$ cat src/pds_pkg.sv
// Shared constants and types for the power-down controller pair.
// Assumes one 20 MHz clock shared by both ends.
package pds_pkg;
  // Power-down select field placement inside the CPU control/status word
  localparam int SEL_LSB = 10;
  localparam int SEL_W = 6;
  // Select field codes
  localparam logic [5:0] SEL_NONE = 6'h00;
  localparam logic [5:0] SEL_GATE_ENABLED = 6'h09;
  localparam logic [5:0] SEL_GATE_ANY = 6'h11;
  localparam logic [5:0] SEL_PLL_OUT = 6'h1a;
  localparam logic [5:0] SEL_PLL_IN = 6'h1c;
  // Reserved top bit of the select field
  localparam int SEL_RSVD_BIT = 5;
  // Cycles from the select write to clock-gating sleep taking hold
  localparam logic [3:0] GATE_DELAY = 4'h8;
  // Clock period and relock figures
  localparam int CLK_NS = 50;
  localparam int LOCK_TYP_US = 75;
  localparam int LOCK_MARGIN_PCT = 150;
  localparam int RELOCK_NS = LOCK_TYP_US * 1000 * (100 + LOCK_MARGIN_PCT) / 100;
  localparam int RELOCK_CYC = (RELOCK_NS + CLK_NS - 1) / CLK_NS;
  localparam int RELOCK_W = 12;
  // Controller register offsets (byte addresses)
  localparam logic [3:0] REG_SELECT = 4'h0;
  localparam logic [3:0] REG_IRQ = 4'h4;
  localparam logic [3:0] REG_RESET = 4'h8;
  localparam logic [3:0] REG_STATUS = 4'hc;
  // Field positions in the controller's IRQ register
  localparam int IRQ_GLOBAL_BIT = 0;
  localparam int IRQ_NMI_BIT = 1;
  localparam int IRQ_EN_BIT = 2;
  localparam int IRQ_RAISE_BIT = 3;
  // Field positions in the controller's STATUS register
  localparam int ST_STATE_LSB = 6;
  localparam int ST_IND_BIT = 9;
  localparam int ST_BUSY_BIT = 10;
  localparam int ST_ISR_BIT = 11;
  localparam int ST_RES_BIT = 12;
  // Power-down states of the device end
  typedef enum logic [2:0] {
    ST_RUN = 3'b000,
    ST_ARM = 3'b001,
    ST_GATE = 3'b010,
    ST_PLL_OUT = 3'b011,
    ST_PLL_IN = 3'b100
  } pds_state_t;
endpackage : pds_pkg

$ cat src/pds_if.sv
// Link between the power-down logic and the CPU/interrupt/reset side.
// Both ends share clock_i; every signal is synchronous to it.
`timescale 1ns/1ns
interface pds_if;
  logic sys_reset; // Device reset from the system side
  logic csr_wr; // One-cycle write of the select field
  logic [5:0] csr_wdata; // Select field value
  logic global_irq_enable; // Global interrupt enable level
  logic nonmaskable_irq_enable; // Non-maskable enable level
  logic irq_pend; // Interrupt pending pulse or level
  logic irq_enabled; // Pending interrupt is enabled in irq_enable_reg
  logic cpu_clk_en; // CPU clock not gated
  logic wake_isr; // Pulse: wake into service routine
  logic wake_resume; // Pulse: wake straight to resume point
  logic [5:0] select; // Current power_down_select field
  pds_pkg::pds_state_t state; // Current power-down state
  modport dev (input sys_reset, csr_wr, csr_wdata, global_irq_enable, nonmaskable_irq_enable, irq_pend, irq_enabled,
    output cpu_clk_en, wake_isr, wake_resume, select, state);
  modport sys (output sys_reset, csr_wr, csr_wdata, global_irq_enable, nonmaskable_irq_enable, irq_pend, irq_enabled,
    input cpu_clk_en, wake_isr, wake_resume, select, state);
endinterface : pds_if

$ cat src/pds_device.sv
// Power-down mode logic of the DSP: select field, sleep states, clock gates.
// Assumes the system end keeps the select write whole and the top bit zero.
// Behaviour
// - Six-bit select field chooses mode and wake
// - Software writes the whole field at once
// - Software writes zero to reserved top bit
// - Clock-gating sleep holds eight cycles after write
// - Non-enabled wake resumes without service routine
// - Enabled wake runs service routine then resumes
// - Service routine needs global and non-maskable enables
// - Codes: none, enabled-wake gate, any-wake gate
// - Gate CPU clock only; interrupt and DMA run
// - Code 011010 halts PLL output clock
// - Code 011100 stops PLL input, relock needed
// - PLL sleeps end only by device reset
// - Indicator pin high in both PLL sleeps
// - Registers and outputs hold during PLL sleeps
// - System waits PLL relock after reset
// - Relock wait budgets 150 percent margin
`timescale 1ns/1ns
module pds_device (
  input wire logic clock_i,
  input wire logic rst_i,
  pds_if.dev bus,
  output logic pll_out_en_o,
  output logic pll_in_en_o,
  output logic sleep_indicator_pin_o,
  output logic dma_clk_en_o,
  output logic irq_clk_en_o
);

  // Select field and state registers
  logic [5:0] sel_q;
  pds_pkg::pds_state_t state_q;
  pds_pkg::pds_state_t state_d;
  // Counter for the delay into clock-gating sleep
  logic [3:0] arm_cnt_q;
  // Wake decode
  logic wake_hit;
  logic enabled_only;
  logic do_reset;
  // Output registers
  logic cpu_clk_en_q;
  logic pll_out_en_q;
  logic pll_in_en_q;
  logic ind_q;
  logic wake_isr_q;
  logic wake_res_q;

  // Maps a select code to the state it asks for
  function automatic pds_pkg::pds_state_t code_state(input logic [5:0] code);
    case (code)
      pds_pkg::SEL_GATE_ENABLED: code_state = pds_pkg::ST_ARM;
      pds_pkg::SEL_GATE_ANY: code_state = pds_pkg::ST_ARM;
      pds_pkg::SEL_PLL_OUT: code_state = pds_pkg::ST_PLL_OUT;
      pds_pkg::SEL_PLL_IN: code_state = pds_pkg::ST_PLL_IN;
      default: code_state = pds_pkg::ST_RUN;
    endcase
  endfunction : code_state

  // Either reset source returns the device to run
  assign do_reset = rst_i | bus.sys_reset;

  // Wake qualifier: enabled-only code ignores non-enabled interrupts
  assign enabled_only = (sel_q == pds_pkg::SEL_GATE_ENABLED);
  assign wake_hit = bus.irq_pend & (bus.irq_enabled | ~enabled_only);

  // Next-state decode
  always_comb begin
    state_d = state_q;
    unique case (state_q)
      pds_pkg::ST_RUN: begin
        // Whole field taken from one write
        if (bus.csr_wr) begin
          state_d = code_state(bus.csr_wdata);
        end
      end
      pds_pkg::ST_ARM: begin
        // CPU still runs until the delay expires
        if (arm_cnt_q == pds_pkg::GATE_DELAY - 4'h1) begin
          state_d = pds_pkg::ST_GATE;
        end
      end
      pds_pkg::ST_GATE: begin
        // Any qualifying interrupt ends clock gating
        if (wake_hit) begin
          state_d = pds_pkg::ST_RUN;
        end
      end
      pds_pkg::ST_PLL_OUT: begin
        state_d = pds_pkg::ST_PLL_OUT;
      end
      pds_pkg::ST_PLL_IN: begin
        state_d = pds_pkg::ST_PLL_IN;
      end
      default: begin
        state_d = pds_pkg::ST_RUN;
      end
    endcase
  end

  // State register
  always_ff @(posedge clock_i) begin
    if (do_reset) begin
      state_q <= pds_pkg::ST_RUN;
    end else begin
      state_q <= state_d;
    end
  end

  // Select field register
  always_ff @(posedge clock_i) begin
    if (do_reset) begin
      sel_q <= pds_pkg::SEL_NONE;
    end else if (bus.csr_wr && state_q == pds_pkg::ST_RUN) begin
      // Written only in the run state, not while arming
      sel_q <= bus.csr_wdata;
    end else if (state_q == pds_pkg::ST_GATE && wake_hit) begin
      // Field returns to no power-down after a wake
      sel_q <= pds_pkg::SEL_NONE;
    end
  end

  // Delay counter into clock-gating sleep
  always_ff @(posedge clock_i) begin
    if (do_reset || state_q != pds_pkg::ST_ARM) begin
      arm_cnt_q <= 4'h0;
    end else begin
      arm_cnt_q <= arm_cnt_q + 4'h1;
    end
  end

  // Clock gate and indicator outputs follow the next state
  always_ff @(posedge clock_i) begin
    if (do_reset) begin
      cpu_clk_en_q <= 1'b1;
      pll_out_en_q <= 1'b1;
      pll_in_en_q <= 1'b1;
      ind_q <= 1'b0;
    end else begin
      // CPU clock blocked in every sleep state
      cpu_clk_en_q <= (state_d == pds_pkg::ST_RUN) || (state_d == pds_pkg::ST_ARM);
      // PLL output halted in both PLL sleeps
      pll_out_en_q <= (state_d != pds_pkg::ST_PLL_OUT) && (state_d != pds_pkg::ST_PLL_IN);
      // PLL input stopped only in the deepest sleep
      pll_in_en_q <= (state_d != pds_pkg::ST_PLL_IN);
      // Indicator high in both PLL sleeps
      ind_q <= (state_d == pds_pkg::ST_PLL_OUT) || (state_d == pds_pkg::ST_PLL_IN);
    end
  end

  // Wake pulses toward the CPU
  always_ff @(posedge clock_i) begin
    if (do_reset) begin
      wake_isr_q <= 1'b0;
      wake_res_q <= 1'b0;
    end else if (state_q == pds_pkg::ST_GATE && wake_hit) begin
      // Service routine only with both enables and an enabled source
      wake_isr_q <= bus.irq_enabled & bus.global_irq_enable & bus.nonmaskable_irq_enable;
      wake_res_q <= ~(bus.irq_enabled & bus.global_irq_enable & bus.nonmaskable_irq_enable);
    end else begin
      wake_isr_q <= 1'b0;
      wake_res_q <= 1'b0;
    end
  end

  // Link outputs
  assign bus.cpu_clk_en = cpu_clk_en_q;
  assign bus.wake_isr = wake_isr_q;
  assign bus.wake_resume = wake_res_q;
  assign bus.select = sel_q;
  assign bus.state = state_q;
  // Pins; registers and RAM hold because nothing else is clocked here
  assign pll_out_en_o = pll_out_en_q;
  assign pll_in_en_o = pll_in_en_q;
  assign sleep_indicator_pin_o = ind_q;
  // DMA and interrupt logic keep their clock in clock-gating sleep
  assign dma_clk_en_o = pll_out_en_q;
  assign irq_clk_en_o = pll_out_en_q;

endmodule : pds_device

$ cat src/flat_wrapper.sv
// flat-port wrapper written by rule: the top's interface ports become plain ports
module pds_device_flat 
  (clock_i, rst_i, pll_out_en_o, pll_in_en_o, sleep_indicator_pin_o, dma_clk_en_o, irq_clk_en_o, bus_sys_reset, bus_csr_wr, bus_csr_wdata, bus_global_irq_enable, bus_nonmaskable_irq_enable, bus_irq_pend, bus_irq_enabled, bus_cpu_clk_en, bus_wake_isr, bus_wake_resume, bus_select, bus_state);
  pds_if bus_i ();
  input wire logic clock_i;
  input wire logic rst_i;
  output logic pll_out_en_o;
  output logic pll_in_en_o;
  output logic sleep_indicator_pin_o;
  output logic dma_clk_en_o;
  output logic irq_clk_en_o;
  input wire logic [$bits(bus_i.sys_reset)-1:0] bus_sys_reset;
  input wire logic [$bits(bus_i.csr_wr)-1:0] bus_csr_wr;
  input wire logic [$bits(bus_i.csr_wdata)-1:0] bus_csr_wdata;
  input wire logic [$bits(bus_i.global_irq_enable)-1:0] bus_global_irq_enable;
  input wire logic [$bits(bus_i.nonmaskable_irq_enable)-1:0] bus_nonmaskable_irq_enable;
  input wire logic [$bits(bus_i.irq_pend)-1:0] bus_irq_pend;
  input wire logic [$bits(bus_i.irq_enabled)-1:0] bus_irq_enabled;
  output wire logic [$bits(bus_i.cpu_clk_en)-1:0] bus_cpu_clk_en;
  output wire logic [$bits(bus_i.wake_isr)-1:0] bus_wake_isr;
  output wire logic [$bits(bus_i.wake_resume)-1:0] bus_wake_resume;
  output wire logic [$bits(bus_i.select)-1:0] bus_select;
  output wire logic [$bits(bus_i.state)-1:0] bus_state;
  assign bus_i.sys_reset = bus_sys_reset;
  assign bus_i.csr_wr = bus_csr_wr;
  assign bus_i.csr_wdata = bus_csr_wdata;
  assign bus_i.global_irq_enable = bus_global_irq_enable;
  assign bus_i.nonmaskable_irq_enable = bus_nonmaskable_irq_enable;
  assign bus_i.irq_pend = bus_irq_pend;
  assign bus_i.irq_enabled = bus_irq_enabled;
  assign bus_cpu_clk_en = bus_i.cpu_clk_en;
  assign bus_wake_isr = bus_i.wake_isr;
  assign bus_wake_resume = bus_i.wake_resume;
  assign bus_select = bus_i.select;
  assign bus_state = bus_i.state;
  pds_device u_core (.clock_i(clock_i), .rst_i(rst_i), .bus(bus_i), .pll_out_en_o(pll_out_en_o), .pll_in_en_o(pll_in_en_o), .sleep_indicator_pin_o(sleep_indicator_pin_o), .dma_clk_en_o(dma_clk_en_o), .irq_clk_en_o(irq_clk_en_o));
endmodule
$ cat config.mk
export PLATFORM = sky130hd
export DESIGN_NAME = pds_device_flat
export DESIGN_NICKNAME = d
export VERILOG_FILES = /design/src/pds_pkg.sv /design/src/pds_if.sv /design/src/pds_device.sv /design/src/flat_wrapper.sv
export SDC_FILE = /design/constraint.sdc
export NUM_CORES = 1
export LEC_CHECK = 0
export ABC_AREA = 0
export ABC_CLOCK_PERIOD_IN_PS = 2000
export BUFFER_PORTS_ARGS = -buffer_cell sky130_fd_sc_hd__buf_2
export CAP_MARGIN = 20
export CELL_PAD_IN_SITES_DETAIL_PLACEMENT = 0
export CELL_PAD_IN_SITES_GLOBAL_PLACEMENT = 2
export CORE_ASPECT_RATIO = 0.7
export CORE_MARGIN = 3
export CORE_UTILIZATION = 31
export CTS_CLUSTER_DIAMETER = 150
export CTS_CLUSTER_SIZE = 10
export DETAILED_ROUTE_END_ITERATION = 8
export PLACE_DENSITY_LB_ADDON = 0.1
export SYNTH_ARGS = -nofsm -noshare
export SYNTH_HDL_FRONTEND = slang
export SYNTH_SLANG_ARGS = --single-unit
$ cat constraint.sdc
create_clock -name clock_i -period 2 [get_ports clock_i]
set_input_delay 0.1 -clock clock_i [delete_from_list [all_inputs] [get_ports clock_i]]
set_output_delay 0.1 -clock clock_i [all_outputs]
set_load 0.1 [all_outputs]
==> results.cfg <==
[detailed_routing]
routed_via_density = 4.75
drc = 0
firstDrtPassIters = 4
routedWlPerCell_um = 12.5
vias = 679
antenna_left = 0
first_iter_violations = 26
drt-total-wl_um = 1790

[finish]
fin_nets = 125
syn2layout_area_growth_pct = 24.1
diodes = 0
drive_gt1_share_pct = 41.3
seqCellArea_um2 = 380
multi_input_area_um2 = 432
instances_no_fill = 143
fillCellCount = 275

[floorplanning]
start_util_pct = 33.6
core_area_mm2 = 0.00255
die_w_um = 68.9
rows = 15
die_area_mm2 = 0.00345
die_y_um = 50.0
pin_count = 31

[grt]
grt_pass1_vias = 620
grt_usage_pct = 11.6
grt_pass1_wl_um = 2930
antenna_found_initial = 0
grt_remaining_overflow = 0
grt_max_degree = 11

[sta]
setup_tns_ns = 0
tightest_slew_ns = 0.488
clock.fmax_ghz = 0.691
rsz0062_at_grt = no
fin_crit_sh_pct = 72.4
relSlewSlack_pct = 67.7
skew_ns = 0.00141
period_needed_ns = 1.45
hold_violations = 0
setup_violations = 0
drv_slew = 0

[pwr]
leakagePower_nw = 0.460
power_density_mw_per_mm2 = 691
power.total_mw = 0.736
comb_power_share_pct = 12.5
clockPowerShare_pct = 34.9
p_seq_share_pct = 52.6
irDropWorstVdd_mv = 0.277
p_switching_mw = 0.184
switching_share_pct = 25.0
power.internal_mw = 0.552

[logic_synthesis]
synth_top_area_cell = dfxtp_1
ys_warn_count = 0
synth.top_cell.area_share_pct = 44.3
syn_area_per_cell_um2 = 10.9
syn_area_um2 = 858
ys_ff_latch = 19
synth_cell_type_count = 36
synth_ff_type = dfxtp_1
syn-num-nets = 94
synth-edff-count = 0
ys_seq_area_share_pct = 44.3
async_flop_share_pct = 0
postSynthCellCount = 79
ys_top_cells_by_area = dfxtp_1, a22o_1, and4bb_2, nor2_1, nor4b_4

[setup_path]
cpMaxStageDelayCell = dfxtp_1
cp.required_ns = 1.90
critPathArrivalTime_ns = 1.35
slowest_delay_ns = 0.59
end_kind = output pin
r2r_setup_slack_ns = 0.59
crit_chain = buf_2
crit_type = reg -> out
path_max_fanout = 10
path_delay_family = flip-flops
worst_setup_path_start_kind = flip-flop
critPathBufInv = 1

[place]
dp.cells = 139
io_buffers = 30
gp_congestion = 0.678
hpwlAfterDp_um = 1420

[clocking]
root_buffer = clkbuf_8
clk_pin_slew_worst_paths_ns = 0.07
cts_resized = 0
cts.sinks = 19
cts_buffers = 3
cts_max_path_buffers = 2
insertion_delay_ns = 0.25
h-tree-depth = 1
postCtsSetupBuffers = 0
postCtsHoldBufs = 0
tritoncts = built

[job]
max_cap_viol_count = 0

[outcome]
outcome = completed

[hold_path]
hp-class = in -> reg
kinds of logic (layout without fill, tap and decap cells):
group / after synthesis / in the layout / synth area share (%)
xor gates and xnor gates: 2 / 2 / 2.04
and+or+nand+nor: 33 / 33 / 29.2
adders and majority gates: 1 / 1 / 1.46
AOI/OAI and AO/OA: 16 / 16 / 17.6
buffers and inverters: 8 / 38 / 5.39
DFF: 19 / 19 / 44.3
flip-flops by register name, summed over array words and instances (netlist names):
name / cells
u_core.bus.wake_resume: 1
u_core.pll_in_en_o: 1
u_core.sleep_indicator_pin_o: 1
u_core.bus.select: 6
u_core.bus.wake_isr: 1
u_core.bus.state: 3
u_core.arm_cnt_q: 4
u_core.bus.cpu_clk_en: 1
u_core.dma_clk_en_o: 1
path summary, 6_finish.rpt:
| path | start | end | cells after the start |
|---|---|---|---|
| worst max register to register | u_core.bus.state[1] | u_core.bus.select[4] | 4 |
| worst min-delay path | bus_sys_reset | u_core.bus.state[2] | 2 |
| worst min register to register | u_core.arm_cnt_q[0] | u_core.arm_cnt_q[0] | 1 |
| worst max-delay path | u_core.bus.state[1] | bus_state[1] | 1 |
cells in the mapped netlist, drive strengths merged, types with 2 or more instances:
cell type	count
buf	4
or2b	2
a21oi	2
inv	4
nor2b	2
a22o	6
nor4b	2
nor2	10
a31oi	2
nand3	3
dfxtp	19
nor3	2
and2	2
and4bb	3
o21ai	2
stage by stage:
step / hold slack (ns) / setup slack, ns / instance area (um^2) / util, %
6_report: 0.0740 / 0.552 / 1060 / 41.7
4_1_cts: 0.0708 / 0.537 / 1060 / 41.7
3_5_place_dp: 0.339 / 0.584 / 1020 / 40.0
3_3_place_gp: 0.337 / 0.594 / 1020 / 40.0
2_1_floorplan: 0.182 / 0.0293 / 858 / -
5_1_grt: 0.0708 / 0.486 / 1060 / 41.7
power groups by stage:
stage	logic [mW]	clock network (mW)	registers, mW
after floorplan	0.0287	0	0.430
after global placement	0.0919	0	0.396
after detailed placement	0.0921	0	0.396
after CTS	0.0922	0.267	0.387
after global routing	0.0976	0.283	0.388
final	0.0919	0.257	0.387
layout make-up:
class                   instances  area share [%]
repair buffers                 30            14.1
flip-flops and latches         19            35.7
well taps                      34            4.00
inverters                       4            1.41
clock buffers                   4            4.23
multi-input cells              52            40.5
routing by layer:
| layer | wire (um) | global-route usage [%] |
|---|---|---|
| met5 | 0 | 0 |
| met4 | 10 | 2.91 |
| met2 | 677 | 15.2 |
| met3 | 153 | 5.01 |
| met1 | 945 | 17.1 |
placed cells by master, fill, tap and decap left out:
cell type / count
buf_2: 30
dfxtp_1: 19
nor2_1: 10
a22o_1: 6
inv_1: 4
nand3_1: 3
and4bb_2: 3
clkbuf_8: 3
a21oi_1: 2
or2b_1: 2
nor2b_1: 2
nor4b_2: 1
a31oi_2: 1
nor4bb_1: 1
and3b_1: 1
nor3_1: 1
o21ai_0: 1
o22ai_2: 1
and4b_1: 1
nor4b_4: 1
o311ai_1: 1
o21ai_1: 1
and2_1: 1
nand3b_1: 1
xnor2_1: 1
nand2b_2: 1
a31oi_4: 1
and2_2: 1
nor3b_1: 1
a41oi_2: 1
nor3_4: 1
xor2_1: 1
nand4_1: 1
a21o_1: 1
ha_1: 1
clkbuf_1: 1
Note: power is estimated with default switching activity, not from simulation.
